<file path="src/hdl/csrc_defines.svh">
// Register indices, field positions, reset values and codes of the routing block
`ifndef CSRC_DEFINES_SVH
`define CSRC_DEFINES_SVH

// Register indices (byte address is four times the index)
`define CSRC_IDX_PLL_CTRL 10'h010
`define CSRC_IDX_PREDIV   10'h1e0
`define CSRC_IDX_SRC_SEL  10'h1e1
`define CSRC_IDX_UPDATE   10'h232
`define CSRC_IDX_ACTIVE   10'h233

// Reset values of the configuration registers and of the division output
`define CSRC_RST_PLL_CTRL 8'h01
`define CSRC_RST_PREDIV   8'h02
`define CSRC_RST_SRC_SEL  8'h00
`define CSRC_RST_DIST_DIV 3'h4

// Field positions
`define CSRC_MODE_MSB   1
`define CSRC_MODE_LSB   0
`define CSRC_POL_BIT    7
`define CSRC_RATIO_MSB  2
`define CSRC_BYPASS_BIT 0
`define CSRC_SRC_BIT    1

// Codes and limits
`define CSRC_UPDATE_GO    8'h01
`define CSRC_MODE_ON      2'h0
`define CSRC_MODE_PD      2'h1
`define CSRC_RATIO_MIN    3'h2
`define CSRC_RATIO_MAX    3'h6
`define CSRC_CODE_MAX     3'h4
`define CSRC_DIV_NONE     3'h1
`define CSRC_RESP_OKAY    2'h0
`define CSRC_RESP_SLVERR  2'h2
`define CSRC_NUM_REGS     3

`endif

</file>
<file path="src/hdl/csrc_pkg.sv">
// Types shared by the routing configuration block
package csrc_pkg;
    typedef enum logic [0:0] {
        CSRC_WR_IDLE = 1'b0,
        CSRC_WR_RESP = 1'b1
    } csrc_wr_state_t;

    typedef enum logic [0:0] {
        CSRC_RD_IDLE = 1'b0,
        CSRC_RD_RESP = 1'b1
    } csrc_rd_state_t;
endpackage

</file>
<file path="src/hdl/csrc_shadow_reg.sv">
// Staging register with an active copy loaded on commit
`timescale 1ns/1ps
module csrc_shadow_reg #(
    parameter int         WIDTH     = 8,
    parameter [WIDTH-1:0] RESET_VAL = '0
) (
    input  wire logic             clk,      // System clock
    input  wire logic             reset_n,  // Async reset, active low
    input  wire logic             wr_en,    // Staging write strobe
    input  wire logic [WIDTH-1:0] wr_data,  // Staging write data
    input  wire logic             commit,   // Copy staging to active
    output logic      [WIDTH-1:0] stage,    // Staged value
    output logic      [WIDTH-1:0] active    // Value in force
);

    // Staged value, written by software
    always_ff @(posedge clk or negedge reset_n) begin
        if (!reset_n) begin
            stage <= RESET_VAL;
        end else if (wr_en) begin
            stage <= wr_data;
        end
    end

    // RL15: one-step copy on commit
    always_ff @(posedge clk or negedge reset_n) begin
        if (!reset_n) begin
            active <= RESET_VAL;
        end else if (commit) begin
            active <= stage;
        end
    end
endmodule

</file>
<file path="src/hdl/csrc_config_top.sv">
// Clock source routing configuration with AXI4-Lite register access
//
// Notes on behaviour
// RL1: Reset sets PLL power mode to asynchronous power-down, PLL off.
// RL2: Reset sets pre-distribution divider code for divide by four.
// RL3: Bypass bit zero routes source through the pre-distribution divider.
// RL4: Source bit zero selects the external clock input, not the oscillator.
// RL5: Through the divider, division ahead of channel dividers is at least two.
// RL6: Software writes one to the update register to make settings active.
// RL7: Power mode code zero puts the PLL in normal operation.
// RL8: PLL on with external input selected keeps internal oscillator off.
// RL9: PLL on with external input feeds that input to the prescaler.
// RL10: Polarity bit zero positive, one negative phase detector polarity.
// RL11: Reset restores mode, divider, bypass and source defaults.
// RL12: Software keeps channel divider input frequency within its maximum.
// RL13: Divider code supports ratios two, three, four, five and six.
// RL14: Bypass bit one routes source straight to distribution.
// RL15: Writes are staged, then copied to active registers in one step.
`timescale 1ns/1ps
`include "csrc_defines.svh"
module csrc_config_top
    import csrc_pkg::*;
(
    input  wire logic        clk,                  // 10 MHz system clock
    input  wire logic        reset_n,              // Async reset, active low
    input  wire logic [11:0] s_axi_awaddr,         // Write address
    input  wire logic        s_axi_awvalid,        // Write address valid
    output logic             s_axi_awready,        // Write address ready
    input  wire logic [31:0] s_axi_wdata,          // Write data
    input  wire logic [3:0]  s_axi_wstrb,          // Write byte strobes
    input  wire logic        s_axi_wvalid,         // Write data valid
    output logic             s_axi_wready,         // Write data ready
    output logic [1:0]       s_axi_bresp,          // Write response
    output logic             s_axi_bvalid,         // Write response valid
    input  wire logic        s_axi_bready,         // Write response ready
    input  wire logic [11:0] s_axi_araddr,         // Read address
    input  wire logic        s_axi_arvalid,        // Read address valid
    output logic             s_axi_arready,        // Read address ready
    output logic [31:0]      s_axi_rdata,          // Read data
    output logic [1:0]       s_axi_rresp,          // Read response
    output logic             s_axi_rvalid,         // Read data valid
    input  wire logic        s_axi_rready,         // Read data ready
    output logic [1:0]       pll_mode,             // Active PLL power mode
    output logic             pll_on,               // PLL powered on
    output logic             pfd_pol_neg,          // Negative PFD polarity
    output logic [2:0]       prediv_code,          // Active divider code
    output logic             div_bypass,           // Divider bypassed
    output logic             src_osc_sel,          // Internal oscillator source
    output logic             osc_enable,           // Internal oscillator powered
    output logic             prescaler_from_clkin, // Clock input to prescaler
    output logic             predivider_in_path,   // Divider in distribution path
    output logic [2:0]       dist_div              // Division ahead of channels
);

    // Per-entry register indices and reset values
    localparam logic [9:0] REG_IDX [`CSRC_NUM_REGS] = '{
        `CSRC_IDX_PLL_CTRL, `CSRC_IDX_PREDIV, `CSRC_IDX_SRC_SEL};
    // RL1: PLL powered down
    // RL2: divide by four
    // RL11: defaults on reset
    localparam logic [7:0] REG_RST [`CSRC_NUM_REGS] = '{
        `CSRC_RST_PLL_CTRL, `CSRC_RST_PREDIV, `CSRC_RST_SRC_SEL};

    csrc_wr_state_t wr_state;
    csrc_rd_state_t rd_state;
    logic           aw_held;
    logic           w_held;
    logic [9:0]     wr_idx;
    logic [7:0]     wr_byte;
    logic           wr_lane0;
    logic           do_write;
    logic           wr_hit;
    logic           commit;
    logic [9:0]     rd_idx;
    logic [31:0]    next_rdata;
    logic [1:0]     next_rresp;
    logic [7:0]     stage  [`CSRC_NUM_REGS];
    logic [7:0]     active [`CSRC_NUM_REGS];
    logic [2:0]     next_ratio;
    logic           commit_seen;

    // Handshake outputs
    assign s_axi_awready = (wr_state == CSRC_WR_IDLE) && !aw_held;
    assign s_axi_wready  = (wr_state == CSRC_WR_IDLE) && !w_held;
    assign s_axi_bvalid  = (wr_state == CSRC_WR_RESP);
    assign s_axi_arready = (rd_state == CSRC_RD_IDLE);
    assign s_axi_rvalid  = (rd_state == CSRC_RD_RESP);

    // Write performed once both address and data are held
    assign do_write = (wr_state == CSRC_WR_IDLE) && aw_held && w_held;
    assign wr_hit   = (wr_idx == `CSRC_IDX_PLL_CTRL) ||
                      (wr_idx == `CSRC_IDX_PREDIV) ||
                      (wr_idx == `CSRC_IDX_SRC_SEL) ||
                      (wr_idx == `CSRC_IDX_UPDATE);

    // RL6: update register written with one
    assign commit = do_write && wr_lane0 && (wr_idx == `CSRC_IDX_UPDATE) &&
                    (wr_byte == `CSRC_UPDATE_GO);

    // Write address capture
    always_ff @(posedge clk or negedge reset_n) begin
        if (!reset_n) begin
            aw_held <= 1'b0;
            wr_idx  <= '0;
        end else if (s_axi_awvalid && s_axi_awready) begin
            aw_held <= 1'b1;
            wr_idx  <= s_axi_awaddr[11:2];
        end else if (do_write) begin
            aw_held <= 1'b0;
        end
    end

    // Write data capture, low byte lane only
    always_ff @(posedge clk or negedge reset_n) begin
        if (!reset_n) begin
            w_held   <= 1'b0;
            wr_byte  <= '0;
            wr_lane0 <= 1'b0;
        end else if (s_axi_wvalid && s_axi_wready) begin
            w_held   <= 1'b1;
            wr_byte  <= s_axi_wdata[7:0];
            wr_lane0 <= s_axi_wstrb[0];
        end else if (do_write) begin
            w_held <= 1'b0;
        end
    end

    // Write response sequencing
    always_ff @(posedge clk or negedge reset_n) begin
        if (!reset_n) begin
            wr_state    <= CSRC_WR_IDLE;
            s_axi_bresp <= `CSRC_RESP_OKAY;
        end else begin
            unique case (wr_state)
                CSRC_WR_IDLE: begin
                    if (do_write) begin
                        wr_state    <= CSRC_WR_RESP;
                        s_axi_bresp <= wr_hit ? `CSRC_RESP_OKAY : `CSRC_RESP_SLVERR;
                    end
                end
                CSRC_WR_RESP: begin
                    if (s_axi_bready) begin
                        wr_state <= CSRC_WR_IDLE;
                    end
                end
            endcase
        end
    end

    // RL15: staged and active copies per register
    generate
        for (genvar i = 0; i < `CSRC_NUM_REGS; i++) begin : g_reg
            csrc_shadow_reg #(
                .WIDTH     (8),
                .RESET_VAL (REG_RST[i])
            ) u_shadow (
                .clk     (clk),
                .reset_n (reset_n),
                .wr_en   (do_write && wr_lane0 && (wr_idx == REG_IDX[i])),
                .wr_data (wr_byte),
                .commit  (commit),
                .stage   (stage[i]),
                .active  (active[i])
            );
        end
    endgenerate

    // Read data selection
    assign rd_idx = s_axi_araddr[11:2];
    always_comb begin
        next_rdata = '0;
        next_rresp = `CSRC_RESP_OKAY;
        unique case (rd_idx)
            `CSRC_IDX_PLL_CTRL: next_rdata[7:0] = stage[0];
            `CSRC_IDX_PREDIV:   next_rdata[7:0] = stage[1];
            `CSRC_IDX_SRC_SEL:  next_rdata[7:0] = stage[2];
            `CSRC_IDX_UPDATE:   next_rdata[7:0] = 8'h00;
            `CSRC_IDX_ACTIVE: begin
                next_rdata[7:0]   = active[0];
                next_rdata[15:8]  = active[1];
                next_rdata[23:16] = active[2];
            end
            default:            next_rresp = `CSRC_RESP_SLVERR;
        endcase
    end

    // Read sequencing with registered data
    always_ff @(posedge clk or negedge reset_n) begin
        if (!reset_n) begin
            rd_state    <= CSRC_RD_IDLE;
            s_axi_rdata <= '0;
            s_axi_rresp <= `CSRC_RESP_OKAY;
        end else begin
            unique case (rd_state)
                CSRC_RD_IDLE: begin
                    if (s_axi_arvalid) begin
                        rd_state    <= CSRC_RD_RESP;
                        s_axi_rdata <= next_rdata;
                        s_axi_rresp <= next_rresp;
                    end
                end
                CSRC_RD_RESP: begin
                    if (s_axi_rready) begin
                        rd_state <= CSRC_RD_IDLE;
                    end
                end
            endcase
        end
    end

    // RL5: ratio never below two
    // RL13: divider code to ratio, codes above the top clamp to six
    always_comb begin
        if (active[1][`CSRC_RATIO_MSB:0] > `CSRC_CODE_MAX) begin
            next_ratio = `CSRC_RATIO_MAX;
        end else begin
            next_ratio = 3'(active[1][`CSRC_RATIO_MSB:0] + `CSRC_RATIO_MIN);
        end
    end

    // RL7: PLL power follows the active mode code
    always_ff @(posedge clk or negedge reset_n) begin
        if (!reset_n) begin
            pll_mode    <= `CSRC_MODE_PD;
            pll_on      <= 1'b0;
            pfd_pol_neg <= 1'b0;
        end else begin
            pll_mode    <= active[0][`CSRC_MODE_MSB:`CSRC_MODE_LSB];
            pll_on      <= active[0][`CSRC_MODE_MSB:`CSRC_MODE_LSB] == `CSRC_MODE_ON;
            // RL10: polarity bit drives detector sense
            pfd_pol_neg <= active[0][`CSRC_POL_BIT];
        end
    end

    // RL3: divider routing and total division
    always_ff @(posedge clk or negedge reset_n) begin
        if (!reset_n) begin
            prediv_code        <= 3'(`CSRC_RST_PREDIV);
            div_bypass         <= 1'b0;
            predivider_in_path <= 1'b1;
            dist_div           <= `CSRC_RST_DIST_DIV;
        end else begin
            prediv_code        <= active[1][`CSRC_RATIO_MSB:0];
            div_bypass         <= active[2][`CSRC_BYPASS_BIT];
            predivider_in_path <= !active[2][`CSRC_BYPASS_BIT];
            // RL14: bypass gives no division
            dist_div <= active[2][`CSRC_BYPASS_BIT] ? `CSRC_DIV_NONE : next_ratio;
        end
    end

    // RL4: source select and oscillator power
    always_ff @(posedge clk or negedge reset_n) begin
        if (!reset_n) begin
            src_osc_sel          <= 1'b0;
            osc_enable           <= 1'b0;
            prescaler_from_clkin <= 1'b0;
        end else begin
            src_osc_sel <= active[2][`CSRC_SRC_BIT];
            // RL8: oscillator powered only when selected
            osc_enable  <= active[2][`CSRC_SRC_BIT];
            // RL9: clock input feeds prescaler when PLL on and clock input selected
            prescaler_from_clkin <= !active[2][`CSRC_SRC_BIT] &&
                (active[0][`CSRC_MODE_MSB:`CSRC_MODE_LSB] == `CSRC_MODE_ON);
        end
    end

    // Marks the first commit since reset
    always_ff @(posedge clk or negedge reset_n) begin
        if (!reset_n) begin
            commit_seen <= 1'b0;
        end else if (commit) begin
            commit_seen <= 1'b1;
        end
    end
endmodule

</file>
<file path="config.mk">
export PLATFORM = sky130hd
export DESIGN_NAME = csrc_config_top
export DESIGN_NICKNAME = d
export VERILOG_FILES = /design/src/hdl/csrc_pkg.sv /design/src/hdl/csrc_shadow_reg.sv /design/src/hdl/csrc_config_top.sv
export VERILOG_INCLUDE_DIRS = /design/src /design/src/hdl
export SDC_FILE = /design/constraint.sdc
export NUM_CORES = 1
export LEC_CHECK = 0
export BUFFER_PORTS_ARGS = -buffer_cell sky130_fd_sc_hd__buf_2
export CORE_MARGIN = 1.5
export CORE_UTILIZATION = 52
export CTS_CLUSTER_SIZE = 25
export DETAILED_ROUTE_END_ITERATION = 8
export GPL_ROUTABILITY_DRIVEN = 0
export PLACE_DENSITY_LB_ADDON = 0.12
export SLEW_MARGIN = 20
export SYNTH_ARGS = -nofsm -noshare
export SYNTH_HDL_FRONTEND = slang
export SYNTH_SLANG_ARGS = --single-unit
</file>
<file path="constraint.sdc">
create_clock -name clk -period 2.85 [get_ports clk]
set_clock_uncertainty 0.05 [all_clocks]
set_input_delay 0.1425 -clock clk [delete_from_list [all_inputs] [get_ports clk]]
set_output_delay 0.1425 -clock clk [all_outputs]
set_load 0.1 [all_outputs]
</file>
==> flow_summary.toml <==
[sta]
max_clock_freq_ghz = 0.419
finalHoldViolations = 0
maxSlewHeadroom_pct = 25.6
tightest_slew_ns = 1.11
rsz0062_at_grt = "false"
finalSetupViolations = 0
tns_ns = 0
layout_min_cycle_time_ns = 2.38
slew_viol_final = 0
fin_crit_sh_pct = 83.7
layout_setup_ws_ns = 0.466
hold_ws_ns = 0.0730

[finish]
fillers = 661
layout_commonest_cell = "dfrtp_1"
most-common-layout-cells = "dfrtp_1 (103), buf_2 (80), mux2_2 (67)"
syn_to_final_growth_pct = 21.7
drive_above_1_share_pct = 42.1
final_cells = 540
design_area_mm2 = 0.00541
nNetsFinal = 497
final_util_pct = 65.5
diodes = 0

[critical_path]
critical_path_required_ns = 3.06
ff2ff_path_depth = 4
startpoint = "wr_idx[3]"
end_kind = "flop"
crit_type = "flop to flop"
reg2reg_from = "wr_idx[3]"
crit_slowest_cell = "or4b_1"
cp_max_fo = 8
cp_cell_sequence = "or4b_1 -> or4_4 -> nor3_4 -> mux2_2"
cp.depth = 4
path_buf_inv = 0
worstPathArrival_ns = 2.59
critPathTopFamily = "simple AND/OR/NAND/NOR gates"
critical-path-max-stage-delay_ns = 0.52
start_kind = "flop"

[drt]
viasPerCell = 5.41
drtAntennaViolNets = 0
drt_wl_total_um = 8760
drt_iter0_markers = 114
vias = 2920
first_pass_iters = 4
drc = 0
wl_per_cell_um = 16.2

[status]
run_status = "finished clean"

[clock_network]
cts_buffers = 9
postCtsResizedCells = 0
postCtsSetupBuffers = 0
clk_latency_ns = 0.37
cts_tree = "done"
cts.path.max_buffers = 2
htreeDepth = 3
cts-root-buf = "clkbuf_8"
ctsHoldBuffers = 22
cts.sinks = 111
clkSlewWorstSetupHoldPaths_ns = 0.10

[floorplan]
start_util_pct = 53.8
io_pins = 123
die_w_um = 95.4
rows = 33
core_area_mm2 = 0.00826
die_h_um = 95.4
die-area_mm2 = 0.00910

[pwr]
total_power_mw = 4.06
leakagePower_nw = 2.68
irDropWorstVdd_uv = 476
powerDensity_mw_per_mm2 = 752

[hold_path]
hold_start = "s_axi_araddr[4]"
hold_depth = 3
min_path_type = "input pin to flop"

[yosys]
avgSynthCellArea_um2 = 13.7
synth-edff-count = 0
ys.warnings.count = 0
postSynthCellCount = 324
yosysTopAreaCell = "dfrtp_1"
syn_area_mm2 = 0.00444
synthArstFlopShare_pct = 100
synth-seq-area-share_pct = 62.8
yosysTopAreaCellShare_pct = 58.0
netlist_top_cells_area = "dfrtp_1 (58%), mux2_2 (17%), dfstp_2 (4.7%), a22o_1 (4.7%), nor2_1 (1.9%)"
yosysUniqueCellTypes = 33
yosys_most_used_dff = "dfrtp_1"
ys_seq_elements = 111

[placement]
placed_area_mm2 = 0.00496
dp_slack_ns = 0.449
io_buffer_count = 81
post-dp-hpwl_um = 6030
numPlacedInstances = 502

[global_route]
grt_pass1_wl_um = 14200
antenna_found_initial = 0
grt-ovfl-total = 0
grt_max_degree = 61
grt_usage_pct = 20.7
grt_pass1_vias = 2842

[run]
cap_violations = 0
## area by class of cell
class	count	area, µm²	share of cell area [%]
multi-input combinational	196	1570	29.0
clock inverter	7	105	1.94
sequential	111	2790	51.6
tap	105	131	2.43
timing repair buffer	108	678	12.5
clock buffer	9	124	2.29
inverter	4	15.0	0.278
## tightest hold or removal path, delay by kind of cell
kind / cells / cell delay (ns)
compound gates: 1 / 0.18
buf+inv: 1 / 0.09
simple gates: 1 / 0.04
## cell families after synthesis
logic type / Yosys count / synth area share, %
compound gates: 58 / 9.69
buf+inv: 26 / 3.21
flops: 111 / 62.8
mux: 67 / 17.0
other cells: 1 / 0.0844
simple gates: 61 / 7.27
## registers in the layout, summed over array words and instances, names as in the netlist, 2 cells and up
name and cells:
dist_div 3, g.u_shadow.active 24, g.u_shadow.stage 24, pll_mode 2, prediv_code 3, s_axi_rdata 24
wr_byte 8, wr_idx 10
## layer usage
metal / part of all wire, % / track usage, % / wire length, µm
met1: 47 / 29.1 / 4130
met2: 48 / 32.7 / 4200
met4: 1.5 / 6.74 / 135
met5: 0 / 0 / 0
met3: 3.4 / 3.91 / 297
## cell usage after synthesis, types with 4 or more instances
master,instances
a22o_1,24
a22oi_1,8
o21ai_0,4
mux2_2,67
a211oi_1,8
clkbuf_1,6
nand4_1,4
inv_1,4
buf_4,11
dfstp_2,8
nand2_1,9
a21oi_1,10
nor3_1,5
dfrtp_1,103
nor2_1,23
## report_power, final
part | switching [mW] | internal, mW | leakage, nW
sequential | 0.226 | 1.77 | 1.44
combinational | 0.712 | 0.307 | 1.13
clock | 0.537 | 0.507 | 0.112
total | 1.48 | 2.59 | 2.68
## path summary, 6_finish.rpt
check / to / slack (ns)
hold / removal: s_axi_rresp[1] / 0.07
setup / recovery: g_reg[1].u_shadow.stage[5] / 0.47
setup reg to reg: g_reg[1].u_shadow.stage[5] / 0.47
min in group asynchronous: dist_div[1] / 0.28
hold reg to reg: prediv_code[1] / 0.36
max in group asynchronous: g_reg[0].u_shadow.active[0] / 1.66
Note: power is estimated with default switching activity, not from simulation.
